`config.mk`:
```
export PLATFORM = sky130hd
export DESIGN_NAME = lrx_core
export DESIGN_NICKNAME = d
export VERILOG_FILES = /design/src/design/lrx_pkg.sv /design/src/design/lrx_core.sv /design/src/design/lrx_fifo.sv
export SDC_FILE = /design/constraint.sdc
export NUM_CORES = 2
export LEC_CHECK = 0
export BUFFER_PORTS_ARGS = -buffer_cell sky130_fd_sc_hd__buf_2
export CORE_UTILIZATION = 55
export CTS_CLUSTER_DIAMETER = 80
export DETAILED_ROUTE_END_ITERATION = 8
export HOLD_SLACK_MARGIN = 0.05
export PLACE_DENSITY = 0.76
export RECOVER_POWER = 25
export SYNTH_ARGS = -nofsm -noshare
export SYNTH_HDL_FRONTEND = slang
export SYNTH_SLANG_ARGS = --single-unit
```
`constraint.sdc`:
```
create_clock -name clk_i -period 14.4 [get_ports clk_i]
set_input_delay 1.44 -clock clk_i [delete_from_list [all_inputs] [get_ports clk_i]]
set_output_delay 1.44 -clock clk_i [all_outputs]
set_load 0.005 [all_outputs]
```
`src/design/lrx_pkg.sv`:
```
// lrx_pkg: constants for the link receive, retry and routing block.
// assumes one core clock; header dwords are big-endian bit numbered.
package lrx_pkg;
	localparam int NP = 4;
	localparam int SEQ_W = 12;
	localparam int TAG_W = 8;
	localparam int DESC_W = 16;
	localparam int FIFO_D = 4;
	localparam logic [3:0] RB_DEPTH = 4'h8;
	localparam logic [1:0] UP_PORT = 2'h0;
	// link crc and dllp crc
	localparam logic [31:0] L_POLY = 32'h04c11db7;
	localparam logic [31:0] L_INIT = 32'hffffffff;
	localparam logic [15:0] D_POLY = 16'h100b;
	localparam logic [15:0] D_INIT = 16'hffff;
	// dllp types
	localparam logic [7:0] DL_ACK = 8'h00;
	localparam logic [7:0] DL_NAK = 8'h10;
	// header dword 0 fields, BUS_LSB is in dword 2
	localparam int FMT_DATA = 30;
	localparam int FMT_4DW = 29;
	localparam int TY_LSB = 24;
	localparam int TC_LSB = 20;
	localparam int TD_BIT = 15;
	localparam int BUS_LSB = 24;
	localparam logic [4:0] TY_MEM = 5'h00;
	localparam logic [4:0] TY_MEMLK = 5'h01;
	localparam logic [4:0] TY_IO = 5'h02;
	localparam logic [4:0] TY_CFG0 = 5'h04;
	localparam logic [4:0] TY_CFG1 = 5'h05;
	localparam logic [4:0] TY_CPL = 5'h0a;
	localparam logic [4:0] TY_CPLLK = 5'h0b;
	localparam logic [2:0] R_RC = 3'h0;
	localparam logic [2:0] R_ADDR = 3'h1;
	localparam logic [2:0] R_ID = 3'h2;
	localparam logic [2:0] R_BCAST = 3'h3;
	localparam logic [2:0] R_LOCAL = 3'h4;
	localparam logic [2:0] R_GATHER = 3'h5;
	// descriptor layout
	localparam int DS_VC = 4;
	localparam int DS_RT = 5;
	localparam int DS_UR = 7;
	localparam int DS_MALF = 8;
	localparam int DS_ECRC = 9;
	localparam int DS_LOCAL = 10;
	// replay timer
	localparam int CLK_NS = 20;
	localparam int REPLAY_NS = 1000;
	localparam logic [7:0] REPLAY_CYC = 8'(REPLAY_NS / CLK_NS);
	typedef enum logic [1:0] {
		RT_ADDR = 2'b00,
		RT_ID   = 2'b01,
		RT_IMPL = 2'b10,
		RT_BAD  = 2'b11
	} lrx_route_t;
	typedef enum logic {
		TX_RUN    = 1'b0,
		TX_REPLAY = 1'b1
	} lrx_tx_t;
endpackage

```
`src/design/lrx_core.sv`:
```
// lrx_core: per-port data link receive/ack, retry bookkeeping, tlp
// checking and routing into a descriptor fifo.
// assumes the media-access block delivers aligned 32-bit frame words.
`timescale 1ns/1ps
`default_nettype none
// Overview of operation
// - every tlp carries a 32-bit lcrc, checked over each received tlp frame
// - lcrc failure answers nak, good packet answers ack
// - transmitted packets stay in retry buffer until acknowledged
// - ack releases all stored packets with sequence at or below it
// - nak or replay timeout resends every unacknowledged packet, oldest first
// - each dllp carries a 16-bit crc, checked on receive
// - flow-control credits are initialised and updated only via dllps
// - extract header fields, check type and format are legal
// - illegal header or length mismatch is reported as malformed
// - digest bit set means the 32-bit ecrc is checked
// - config, completions, id messages route by bus number
// - memory and io route to the port whose window holds address
// - system messages route implicitly by message routing field
// - no matching port or id gives an unsupported request
// - training, deskew and scrambling live in the media-access block
// - traffic class zero always maps to virtual channel zero
module lrx_core
	import lrx_pkg::*;
(
	input  wire logic                   clk_i,
	input  wire logic                   rst_n_i,
	input  wire logic                   link_up_i,
	input  wire logic                   rx_valid_i,
	output logic                        rx_ready_o,
	input  wire logic                   rx_sop_i,
	input  wire logic                   rx_eop_i,
	input  wire logic                   rx_dllp_i,
	input  wire logic [31:0]            rx_data_i,
	input  wire logic [1:0]             own_port_i,
	input  wire logic [NP-1:0][31:0]    win_base_i,
	input  wire logic [NP-1:0][31:0]    win_limit_i,
	input  wire logic [NP-1:0][7:0]     bus_lo_i,
	input  wire logic [NP-1:0][7:0]     bus_hi_i,
	input  wire logic [7:0]             tc_vc1_i,
	output logic                        desc_valid_o,
	input  wire logic                   desc_ready_i,
	output logic [DESC_W-1:0]           desc_o,
	output logic                        dl_valid_o,
	output logic                        dl_nak_o,
	output logic [SEQ_W-1:0]            dl_seq_o,
	output logic [15:0]                 dl_crc_o,
	output logic                        err_lcrc_o,
	output logic                        err_dcrc_o,
	output logic                        err_malf_o,
	output logic                        fc_upd_o,
	output logic [2:0][7:0]             fc_hdr_o,
	output logic [2:0][11:0]            fc_data_o,
	input  wire logic                   tx_valid_i,
	input  wire logic [TAG_W-1:0]       tx_tag_i,
	output logic                        tx_ready_o,
	output logic                        snd_valid_o,
	output logic                        snd_replay_o,
	output logic [SEQ_W-1:0]            snd_seq_o,
	output logic [TAG_W-1:0]            snd_tag_o
);
	typedef struct packed {
		logic [SEQ_W-1:0]               rcv_seq;
		logic [SEQ_W-1:0]               seq;
		logic [31:0]                    lcrc;
		logic [31:0]                    ecrc;
		logic [31:0]                    w1;
		logic [31:0]                    w2;
		logic [31:0]                    h0;
		logic [31:0]                    h2;
		logic [31:0]                    h3;
		logic [10:0]                    cnt;
		logic                           in_tlp;
		logic                           dl_v;
		logic                           dl_nak;
		logic [SEQ_W-1:0]               dl_seq;
		logic [15:0]                    dl_crc;
		logic                           err_lcrc;
		logic                           err_dcrc;
		logic                           err_malf;
		logic                           fc_upd;
		logic [2:0][7:0]                fc_hdr;
		logic [2:0][11:0]               fc_data;
		lrx_tx_t                        st;
		logic [SEQ_W-1:0]               nxt_seq;
		logic [SEQ_W-1:0]               rp_seq;
		logic [3:0]                     rb_cnt;
		logic [7:0][TAG_W-1:0]          tags;
		logic [7:0]                     timer;
		logic                           tx_rdy;
		logic                           snd_v;
		logic                           snd_rp;
		logic [SEQ_W-1:0]               snd_seq;
		logic [TAG_W-1:0]               snd_tag;
	} lrx_st_t;

	function automatic logic [31:0] crc32(input logic [31:0] c, input logic [31:0] d);
		logic [31:0] r;
		r = c;
		for (int i = 31; i >= 0; i--)
			r = {r[30:0], 1'b0} ^ ((r[31] ^ d[i]) ? L_POLY : 32'h0);
		return r;
	endfunction

	function automatic logic [15:0] crc16(input logic [31:0] d);
		logic [15:0] r;
		r = D_INIT;
		for (int i = 31; i >= 0; i--)
			r = {r[14:0], 1'b0} ^ ((r[15] ^ d[i]) ? D_POLY : 16'h0);
		return ~r;
	endfunction

	function automatic logic [NP-1:0] onehot(input logic [1:0] idx);
		return {{(NP-1){1'b0}}, 1'b1} << idx;
	endfunction

	lrx_st_t        s_r;
	lrx_st_t        n;
	logic           beat;
	logic           push_c;
	logic [DESC_W-1:0] desc_c;
	logic [31:0]    lc;
	logic [31:0]    ec;
	logic [SEQ_W-1:0] diff;
	logic [SEQ_W-1:0] ackv;
	logic [SEQ_W-1:0] old;
	logic [SEQ_W-1:0] off;
	logic [7:0]     dtype;
	logic           fifo_rdy;
	logic           ack_in;
	logic           nak_in;
	// header decode of the frame in flight
	logic           fmt4;
	logic           hasd;
	logic           td;
	logic [4:0]     ty;
	logic [2:0]     rrr;
	logic [9:0]     len;
	logic [2:0]     tc;
	logic [31:0]    addr_c;
	logic [7:0]     bus_c;
	logic [11:0]    exp_len;
	lrx_route_t     route_c;
	logic           legal_c;
	logic [NP-1:0]  a_hit;
	logic [NP-1:0]  i_hit;
	logic [NP-1:0]  impl_c;
	logic [NP-1:0]  dest_c;
	logic           local_c;

	assign fmt4 = s_r.h0[FMT_4DW];
	assign hasd = s_r.h0[FMT_DATA];
	assign td = s_r.h0[TD_BIT];
	assign ty = s_r.h0[TY_LSB +: 5];
	assign rrr = s_r.h0[TY_LSB +: 3];
	assign len = s_r.h0[9:0];
	assign tc = s_r.h0[TC_LSB +: 3];
	assign addr_c = fmt4 ? s_r.h3 : s_r.h2;
	assign bus_c = s_r.h2[BUS_LSB +: 8];
	// zero length field means 1024 dwords
	assign exp_len = 12'h2 + (fmt4 ? 12'h4 : 12'h3) + {11'h0, td}
		+ (hasd ? ((len == 10'h0) ? 12'h400 : {2'h0, len}) : 12'h0);

	always_comb begin
		route_c = RT_BAD;
		legal_c = 1'b0;
		case (ty)
			TY_MEM, TY_MEMLK: begin
				route_c = RT_ADDR;
				legal_c = 1'b1;
			end
			TY_IO: begin
				route_c = RT_ADDR;
				legal_c = !fmt4 && len == 10'h1;
			end
			TY_CFG0, TY_CFG1: begin
				route_c = RT_ID;
				legal_c = !fmt4 && len == 10'h1;
			end
			TY_CPL, TY_CPLLK: begin
				route_c = RT_ID;
				legal_c = !fmt4;
			end
			default: begin
				if (ty[4:3] == 2'b10) begin
					route_c = (rrr == R_ADDR) ? RT_ADDR : (rrr == R_ID) ? RT_ID : RT_IMPL;
					legal_c = fmt4;
				end
			end
		endcase
	end

	// address window match, bus range match
	for (genvar p = 0; p < NP; p++) begin : g_hit
		assign a_hit[p] = (2'(p) != own_port_i) && addr_c >= win_base_i[p]
			&& addr_c <= win_limit_i[p];
		assign i_hit[p] = (2'(p) != own_port_i) && bus_c >= bus_lo_i[p]
			&& bus_c <= bus_hi_i[p];
	end

	always_comb begin
		case (rrr)
			R_RC, R_GATHER: impl_c = (own_port_i != UP_PORT) ? onehot(UP_PORT) : '0;
			R_BCAST: impl_c = ~onehot(own_port_i);
			default: impl_c = '0;
		endcase
		case (route_c)
			RT_ADDR: dest_c = a_hit;
			RT_ID: dest_c = i_hit;
			RT_IMPL: dest_c = impl_c;
			default: dest_c = '0;
		endcase
		local_c = route_c == RT_IMPL && (rrr == R_LOCAL || own_port_i == UP_PORT);
	end

	always_comb begin
		n = s_r;
		n.dl_v = 1'b0;
		n.err_lcrc = 1'b0;
		n.err_dcrc = 1'b0;
		n.err_malf = 1'b0;
		n.fc_upd = 1'b0;
		n.snd_v = 1'b0;
		n.snd_rp = 1'b0;
		push_c = 1'b0;
		desc_c = '0;
		ack_in = 1'b0;
		nak_in = 1'b0;
		dtype = s_r.w1[31:24];
		// lcrc runs one word behind, the last word is the lcrc
		lc = crc32(s_r.lcrc, s_r.w1);
		// ecrc runs two words behind, it skips the sequence word
		ec = (s_r.cnt >= 11'h3) ? crc32(s_r.ecrc, s_r.w2) : s_r.ecrc;
		// modulo distance from the expected sequence
		diff = s_r.seq - s_r.rcv_seq;
		ackv = s_r.rcv_seq - 12'h1;
		// nothing is taken before the media-access block trains
		beat = rx_valid_i && rx_ready_o && link_up_i;
		if (beat && rx_sop_i) begin
			n.cnt = 11'h1;
			n.w1 = rx_data_i;
			n.w2 = '0;
			n.lcrc = L_INIT;
			n.ecrc = L_INIT;
			n.seq = rx_data_i[SEQ_W-1:0];
			n.in_tlp = !rx_dllp_i;
		end else if (beat) begin
			n.lcrc = lc;
			n.ecrc = ec;
			if (s_r.cnt == 11'h1)
				n.h0 = rx_data_i;
			if (s_r.cnt == 11'h3)
				n.h2 = rx_data_i;
			if (s_r.cnt == 11'h4)
				n.h3 = rx_data_i;
			n.w2 = s_r.w1;
			n.w1 = rx_data_i;
			if (s_r.cnt != 11'h7ff)
				n.cnt = s_r.cnt + 11'h1;
			if (rx_eop_i && s_r.in_tlp) begin
				n.dl_v = 1'b1;
				n.dl_nak = 1'b1;
				n.dl_seq = ackv;
				if (rx_data_i != ~lc) begin
					// corrupt packet is nak'd and dropped
					n.err_lcrc = 1'b1;
				end else if (diff == '0) begin
					n.dl_nak = 1'b0;
					n.dl_seq = s_r.rcv_seq;
					n.rcv_seq = s_r.rcv_seq + 12'h1;
					push_c = 1'b1;
					desc_c[DS_MALF] = !legal_c || ({1'b0, s_r.cnt} + 12'h1 != exp_len);
					n.err_malf = desc_c[DS_MALF];
					// digest checked against the word before lcrc
					desc_c[DS_ECRC] = td && !desc_c[DS_MALF] && s_r.w1 != ~ec;
					desc_c[DS_VC] = (tc != 3'h0) && tc_vc1_i[tc];
					desc_c[DS_RT +: 2] = route_c;
					desc_c[DS_LOCAL] = !desc_c[DS_MALF] && local_c;
					desc_c[NP-1:0] = desc_c[DS_MALF] ? '0 : dest_c;
					desc_c[DS_UR] = !desc_c[DS_MALF] && !local_c && dest_c == '0;
				end else if (diff[SEQ_W-1]) begin
					// earlier sequence is a duplicate, ack again
					n.dl_nak = 1'b0;
				end
				n.dl_crc = crc16({n.dl_nak ? DL_NAK : DL_ACK, 12'h0, n.dl_seq});
			end
			if (rx_eop_i && !s_r.in_tlp) begin
				if (rx_data_i[15:0] != crc16(s_r.w1)) begin
					n.err_dcrc = 1'b1;
				end else begin
					ack_in = dtype == DL_ACK;
					nak_in = dtype == DL_NAK;
					// credit limits come only from fc dllps
					if (dtype[7:6] != 2'b00 && dtype[5:4] != 2'b11) begin
						n.fc_hdr[dtype[5:4]] = s_r.w1[21:14];
						n.fc_data[dtype[5:4]] = s_r.w1[11:0];
						n.fc_upd = 1'b1;
					end
				end
			end
		end
		// modulo offset of the acknowledged sequence
		old = s_r.nxt_seq - {8'h0, s_r.rb_cnt};
		off = s_r.w1[SEQ_W-1:0] - old;
		if ((ack_in || nak_in) && off < {8'h0, s_r.rb_cnt}) begin
			// release everything up to and including it
			n.rb_cnt = s_r.rb_cnt - (off[3:0] + 4'h1);
			n.timer = '0;
		end
		old = s_r.nxt_seq - {8'h0, n.rb_cnt};
		// a replay overtaken by an ack skips released slots
		if (s_r.st == TX_REPLAY && (old - s_r.rp_seq) < 12'h800 && old != s_r.rp_seq)
			n.rp_seq = old;
		if (s_r.st == TX_REPLAY) begin
			// resend in order from the oldest
			if ((n.rp_seq - old) < {8'h0, n.rb_cnt}) begin
				n.snd_v = 1'b1;
				n.snd_rp = 1'b1;
				n.snd_seq = n.rp_seq;
				n.snd_tag = s_r.tags[n.rp_seq[2:0]];
				n.rp_seq = n.rp_seq + 12'h1;
			end else begin
				n.st = TX_RUN;
			end
		end else if (n.rb_cnt == 4'h0) begin
			n.timer = '0;
		end else if (nak_in || s_r.timer == REPLAY_CYC - 8'h1) begin
			// nak or timeout starts a replay
			n.st = TX_REPLAY;
			n.rp_seq = old;
			n.timer = '0;
		end else begin
			n.timer = s_r.timer + 8'h1;
		end
		if (tx_valid_i && s_r.tx_rdy) begin
			n.tags[s_r.nxt_seq[2:0]] = tx_tag_i;
			n.snd_v = 1'b1;
			n.snd_seq = s_r.nxt_seq;
			n.snd_tag = tx_tag_i;
			n.nxt_seq = s_r.nxt_seq + 12'h1;
			n.rb_cnt = n.rb_cnt + 4'h1;
			n.timer = '0;
		end
		// no new packet without a free retry slot
		n.tx_rdy = n.st == TX_RUN && n.rb_cnt < RB_DEPTH;
	end

	always_ff @(posedge clk_i or negedge rst_n_i) begin
		if (!rst_n_i)
			s_r <= '0;
		else
			s_r <= n;
	end

	// back-pressure: a full fifo holds the link off
	lrx_fifo #(
		.W (DESC_W),
		.D (FIFO_D)
	) u_fifo (
		.clk_i       (clk_i),
		.rst_n_i     (rst_n_i),
		.in_valid_i  (push_c),
		.in_ready_o  (fifo_rdy),
		.in_data_i   (desc_c),
		.out_valid_o (desc_valid_o),
		.out_ready_i (desc_ready_i),
		.out_data_o  (desc_o)
	);

	assign rx_ready_o = fifo_rdy;
	assign dl_valid_o = s_r.dl_v;
	assign dl_nak_o = s_r.dl_nak;
	assign dl_seq_o = s_r.dl_seq;
	assign dl_crc_o = s_r.dl_crc;
	assign err_lcrc_o = s_r.err_lcrc;
	assign err_dcrc_o = s_r.err_dcrc;
	assign err_malf_o = s_r.err_malf;
	assign fc_upd_o = s_r.fc_upd;
	assign fc_hdr_o = s_r.fc_hdr;
	assign fc_data_o = s_r.fc_data;
	assign tx_ready_o = s_r.tx_rdy;
	assign snd_valid_o = s_r.snd_v;
	assign snd_replay_o = s_r.snd_rp;
	assign snd_seq_o = s_r.snd_seq;
	assign snd_tag_o = s_r.snd_tag;
endmodule
`default_nettype wire

```
`src/design/lrx_fifo.sv`:
```
// lrx_fifo: shift-register fifo, head word and flags held in flops.
// assumes a synchronous source and sink on clk_i.
`timescale 1ns/1ps
`default_nettype none
module lrx_fifo #(
	parameter int W = 16,
	parameter int D = 4
) (
	input  wire logic         clk_i,
	input  wire logic         rst_n_i,
	input  wire logic         in_valid_i,
	output logic              in_ready_o,
	input  wire logic [W-1:0] in_data_i,
	output logic              out_valid_o,
	input  wire logic         out_ready_i,
	output logic [W-1:0]      out_data_o
);
	localparam int CW = $clog2(D) + 1;
	typedef struct packed {
		logic [D-1:0][W-1:0] mem;
		logic [CW-1:0]       cnt;
		logic                ov;
		logic                ir;
	} lrx_fifo_t;
	lrx_fifo_t s_r;
	lrx_fifo_t s_nxt;
	logic      push;
	logic      pop;
	logic [CW-1:0] wr;
	always_comb begin
		s_nxt = s_r;
		pop = s_r.ov && out_ready_i;
		push = in_valid_i && s_r.ir;
		wr = s_r.cnt - CW'(pop);
		if (pop) begin
			for (int i = 0; i < D - 1; i++)
				s_nxt.mem[i] = s_r.mem[i+1];
		end
		if (push)
			s_nxt.mem[wr] = in_data_i;
		s_nxt.cnt = s_r.cnt + CW'(push) - CW'(pop);
		s_nxt.ov = s_nxt.cnt != '0;
		// ready drops as soon as the last slot is taken
		s_nxt.ir = s_nxt.cnt != CW'(D);
	end
	always_ff @(posedge clk_i or negedge rst_n_i) begin
		if (!rst_n_i)
			s_r <= '0;
		else
			s_r <= s_nxt;
	end
	assign in_ready_o = s_r.ir;
	assign out_valid_o = s_r.ov;
	assign out_data_o = s_r.mem[0];
endmodule
`default_nettype wire

```
After elaboration in Yosys (flattened, before gate mapping):

Index checks and enable logic that the tools add are counted.

* bits of input ports: 379
* register bits: 547

* eq/ne operators: 32
* add/subtract/negate cells: 22
* bitwise gates (word level): 251
* muxes and demuxes: 225
* $lt $le $gt $ge: 29
* reductions and logical operators: 81
* shifts and indexed selects: 1

Operators by type and width (number)
* XOR 32 x 27 -> 32 bit: 64
* two-way mux 27 bit: 64
* XOR 16 x 13 -> 16 bit: 62
* two-way mux 13 bit: 68
* two-way mux 235 bit: 1
* two-way mux 94 bit: 2
* two-way mux 61 bit: 3
* two-way mux 32 bit: 5
* bitwise mux 64 bit: 2
* >= comparator 32 bit: 4
* less-or-equal comparator 32 bit: 4
* two-way mux 128 bit: 1
* XOR 1 bit: 112
* two-way mux 11 bit: 9
* two-way mux 48 bit: 2
* two-way mux 12 bit: 7
* two-way mux 76 bit: 1
* inequality test 32 bit: 2
* NOT 32 bit: 2
* two-way mux 8 bit: 7
* subtractor 12 bit: 4
* two-way mux 22 bit: 2
* logical AND 1 bit: 40
* adder 12 x 1 -> 12 bit (second input constant): 3
* other kinds (89): 170

Longest topological paths before layout:

* word-level depth: 182
* gate-level depth with buffers: 58
* mapped depth without buffers: 57

Modules after synthesis:

A second synthesis with hierarchy kept.

* cell total of the unflattened synthesis: 4740
* area total of the unflattened synthesis: 45313.5 µm²

Modules (own cells, without submodules)
* lrx_core: cells an instance 4259, times used 1, seq. area each 11686.2 µm², area each 40895.5 µm²
* lrx_fifo: cells an instance 481, times used 1, seq. area each 1726.7 µm², area each 4418.0 µm²

Worst setup path before layout:

Ideal clock, no wire load.

* path type: register to register
* start: register s_r (netlist bit dtype[5])
* end: register s_r (netlist bit snd_seq_o[0])
* cell stages (with the launch flop): 52
* arrival: 12.517 ns
* setup slack: 1.751 ns
* setup time: 0.132 ns
* clock period less this slack: 12.649 ns
* cell sequence: dfrtp_1 > buf_2 > xnor3_1 > xnor2_1 > xnor3_1 > xor2_1 > xnor3_1 > mux2i_1 > or4_1 > a2111oi_0 > and4_1 > buf_2 > mux2i_1 > inv_1 > ha_1 > fa_1 > inv_1 > ha_1 > (+16 left out) > nor2b_1 > o21ai_0 > a21boi_0 > o21ai_0 > a21oi_1 > o21ai_0 > nand2_1 > a21o_1 > a21o_1 > a21o_1 > a21oi_1 > xor2_1 > a311oi_1 > and2_1 > buf_2 > buf_1 > mux2i_1 > a21oi_1

* word-level cells in the longest chain between the ends: 65
* elaborated cells on any way between the ends: 95
* classes of those cells: add/sub: 3; order compare: 2; eq/ne: 3; mux: 31; bitwise: 49; reduce/logical: 7

Ends and longest elaborated chain
* start, declared: RTL line lrx_core.sv:117 `lrx_st_t s_r;`
* start signal, assigned: RTL line lrx_core.sv:352 `s_r <= n;`
* XOR 1 bit: RTL line lrx_core.sv:109 `r = {r[14:0], 1'b0} ^ ((r[15] ^ d[i]) ? D_POLY : 16'h0);`
* two-way mux 13 bit: RTL line lrx_core.sv:109
* XOR 16 x 13 -> 16 bit (4 in a row): RTL line lrx_core.sv:109
* XOR 1 bit: RTL line lrx_core.sv:109
* two-way mux 13 bit: RTL line lrx_core.sv:109
* XOR 16 x 13 -> 16 bit (4 in a row): RTL line lrx_core.sv:109
* XOR 1 bit: RTL line lrx_core.sv:109
* two-way mux 13 bit: RTL line lrx_core.sv:109
* (+42 left out)
* subtractor 12 bit: RTL line lrx_core.sv:312 `if (s_r.st == TX_REPLAY && (old - s_r.rp_seq) < 12'h800 && old != s_r.rp_seq)`
* < comparator 12 bit: RTL line lrx_core.sv:312
* logical AND 1 bit (2 in a row): RTL line lrx_core.sv:312
* two-way mux 12 bit: RTL line lrx_core.sv:312
* subtractor 12 bit: RTL line lrx_core.sv:316 `if ((n.rp_seq - old) < {8'h0, n.rb_cnt}) begin`
* < comparator 12 x 4 -> 1 bit: RTL line lrx_core.sv:316
* nonzero test 2 bit (no line)
* AND reduction 2 bit (no line)

Mark *: on every way between the ends. The rest lies on a longest branch, timed or not. The select of a mux whose other input is x is not followed.
A chain may end at the register's enable or synchronous reset.

==> summary.md <==
| Metric | Value |
|---|---|
| Run status | `finished with violations` |
| Violated checks | `max-capacitance violations, max-slew violations` |
| Antenna violations before repair | `18` |
| Die Span X | `285 um` |
| Count of filler cells inserted in the layout | `6710` |
| Worst path max stage delay | `610 ps` |
| Worst slew pin tran | `6380 ps` |
| Pin count of the biggest net entering global routing | `119` |
| Total Die Area | `81300 um2` |
| Global-route wire length before repair | `200000 um` |
| TritonCTS clock tree | `yes` |
| Hold WC Path Type | `register to register` |
| Nature of the critical path endpoint | `register` |
| Count of buffers added by post-CTS timing repair for setup | `0` |
| Smallest hold slack | `468 ps` |
| Cell with the most instances after synthesis | `xnor2_1` |
| Warning count from the yosys run | `0` |
| Worst setup path category | `register to register` |
| Proportion of synthesized chip area in sequential cells | `30.1%` |
| Number of sinks driven by the clock tree | `531` |
| Number of synthesized flops with an enable pin | `0` |
| Total length of routed wires | `130000 um` |
| Avg Vias per Cell | `5.69` |
| Setup violation total in the final timing report | `0` |
| Core Region | `79100 um2` |
| Chip height | `285 um` |
| Post-synth top flop | `dfrtp_1` |
| Number of placed I/O pins | `514` |
| Place WS | `310 ps` |
| Cells after synthesis | `4627` |
| Overall via count from detail_route | `34600` |
| Core Rows | `103` |
| Met3 routed wirelength | `9130 um` |
| Post-detailed-route count of antenna-violating nets | `0` |
| Cell area after synthesis | `44100 um2` |
| Worst EP arrival | `14010 ps` |
| Post-synth ARST share | `100%` |
| Synthesized net count | `5426` |
| Count of port buffers added during placement | `512` |
| Kind of start point of the critical path | `register` |
| Post-route clock skew | `46.2 ps` |
| Half-perimeter wire length after detailed placement | `100000 um` |
| Library cells used by synthesis | `79` |
| Placed Instance Area | `46900 um2` |
| Number of register bits inferred by synthesis | `531` |
| # DRC | `0` |
| Number of hold violations in the final report | `0` |
| Cts bufs inserted | `59` |
| Unrepaired setup endpoints after global routing | `false` |
| Final worst path period share | `93.5%` |
| Worst-path clk slew | `60 ps` |
| Met1 routed wirelength after detailed routing | `53400 um` |
| Crit Path Max Fanout | `19` |
| Post-synthesis average cell area | `9.53 um2` |
| Number of resized instances in the post-cts repair step | `0` |
| Area overhead of the layout relative to synthesis | `11.1%` |
| Slowest-stage cell, CP | `fa_1` |
| Total global routing track utilization | `31.8%` |
| Clock tree root driver cell | `clkbuf_16` |
| Critical path data required time | `14940 ps` |
| CTS Hold Bufs | `0` |
| Max frequency | `0.0742 GHz` |
| Total number of H-tree levels | `2` |
| Setup TNS Final | `0 ps` |
| Net count reported at finish | `5768` |
| Layout cells sized above 1 | `18.8%` |
| Number of global-route vias before repair | `34400` |
| Largest area contributor in the synthesized netlist | `dfrtp_1` |
| Tmin final | `13470 ps` |
| Setup ws final | `930 ps` |
| Clock network latency to the later pin of the worst-skew pair | `660 ps` |
| Final number of max-transition violations | `386` |
| Max-cap violations | `6` |
| Most frequent cell on the critical path | `o21a_1` |
| Largest cells by area after synthesis | `dfrtp_1 30%, ha_1 12%, xnor2_1 11%, mux2_2 6.0%, xnor3_1 5.2%` |
| Overall overflow remaining after global route | `0` |
| Most common library cells after synthesis | `562 x xnor2_1, 531 x dfrtp_1, 431 x nand2_1` |
| Max Used Layer | `met5` |
| Top cell type's share of synthesized area | `30.1%` |
| Number of iterations in the first detailed-routing pass | `6` |
| Iteration-0 DRC Markers | `2500` |
| Routability Congestion | `0.971` |
| Maximum buffer depth of the clock tree | `3` |
| Headroom to the max-slew limit | `-325%` |
| Final standard cell area without fillers | `49000 um2` |
| Drt wl/cell | `21.4 um` |
| Amount of wire on met2 after detailed routing | `60500 um` |
| Initial core utilization | `55.7%` |
==> state kept, by name, indices dropped and copies added (netlist names), 3 cells and up <==
register	count
dl_crc_o	16
rrr	3
fc_data_o	36
s_r	319
snd_seq_o	12
snd_tag_o	8
dtype	8
dl_seq_o	12
u_fifo.out_data_o	16
len	10
u_fifo.s_r	46
bus_c	8
fc_hdr_o	24
==> critical path: cells and delay by family, from the launching register on <==
family | cells | cell delay [ps]
AOI/OAI and AO/OA | 18 | 3550
and+or+nand+nor | 14 | 3130
adders and majority gates | 6 | 2100
xor gates and xnor gates | 5 | 1820
buffers and inverters | 8 | 1370
muxes | 3 | 840
DFF | 1 | 550
==> final cells by class <==
type | count | area, um2 | share of cell area [%]
multi-input cells | 3386 | 27700 | 56.6
diodes | 9 | 22.5 | 0.0460
clock inverters | 25 | 369 | 0.754
inverters | 421 | 1580 | 3.23
clock buffers | 82 | 1710 | 3.50
well taps | 1050 | 1310 | 2.68
flip-flops and latches | 531 | 13300 | 27.1
repair buffers | 570 | 2960 | 6.03
==> final timing paths <==
| check | start | endpoint | slack, ps | cells after the start |
|---|---|---|---|---|
| min in group asynchronous | rst_n_i | s_r[333]$_DFFE_PN0P_ | 3200 | 1 |
| max in group asynchronous | rst_n_i | u_fifo.s_r[28]$_DFF_PN0_ | 4780 | 4 |
| worst min register to register | fc_data_o[1]$_DFFE_PN0P_ | fc_data_o[1]$_DFFE_PN0P_ | 470 | 2 |
| worst min-delay path | fc_data_o[1]$_DFFE_PN0P_ | fc_data_o[1]$_DFFE_PN0P_ | 470 | 2 |
| worst max-delay path | dtype[6]$_DFFE_PN0P_ | s_r[108]$_DFF_PN0_ | 930 | 54 |
| worst max register to register | dtype[6]$_DFFE_PN0P_ | s_r[108]$_DFF_PN0_ | 930 | 54 |
==> metal layers <==
metal / vias to the layer above / global-route usage (%)
met2: 1336 / 51.9
met1: 16700 / 41.4
met5: - / 0
met4: 16 / 14.9
li1: 16200 / -
met3: 284 / 4.85
==> stage by stage <==
step,instances,utilization (%)
2_1_floorplan,4627,-
5_1_grt,6074,61.9
3_5_place_dp,5958,59.3
6_report,6074,61.9
3_3_place_gp,5958,59.3
4_1_cts,6065,61.9
==> placed cells by master, fill, tap and decap left out, types with 102 or more instances in the layout <==
cell type  Yosys  routed
a21oi_1      204     204
buf_2         14     496
dfrtp_1      531     527
ha_1         410     410
inv_1        415     415
mux2_2       236     236
nand2_1      431     431
nor2_1       168     167
o21ai_0      260     259
xnor2_1      562     559
xnor3_1      102     102
xor2_1       172     171
==> logic make-up (layout without fill, tap and decap cells) <==
group | after synthesis | in the layout | synth area share, %
other cells | 0 | 9 | 0
compound gates | 738 | 738 | 10.0
simple gates | 1059 | 1059 | 11.5
mux | 296 | 296 | 7.42
flops | 531 | 531 | 30.1
xor+xnor | 873 | 873 | 21.6
fa+ha+maj | 420 | 420 | 12.1
buf+inv | 710 | 1098 | 7.20
Power is not shown: default switching activity piles up to over one toggle a cycle in this logic, so the estimate is an artifact.
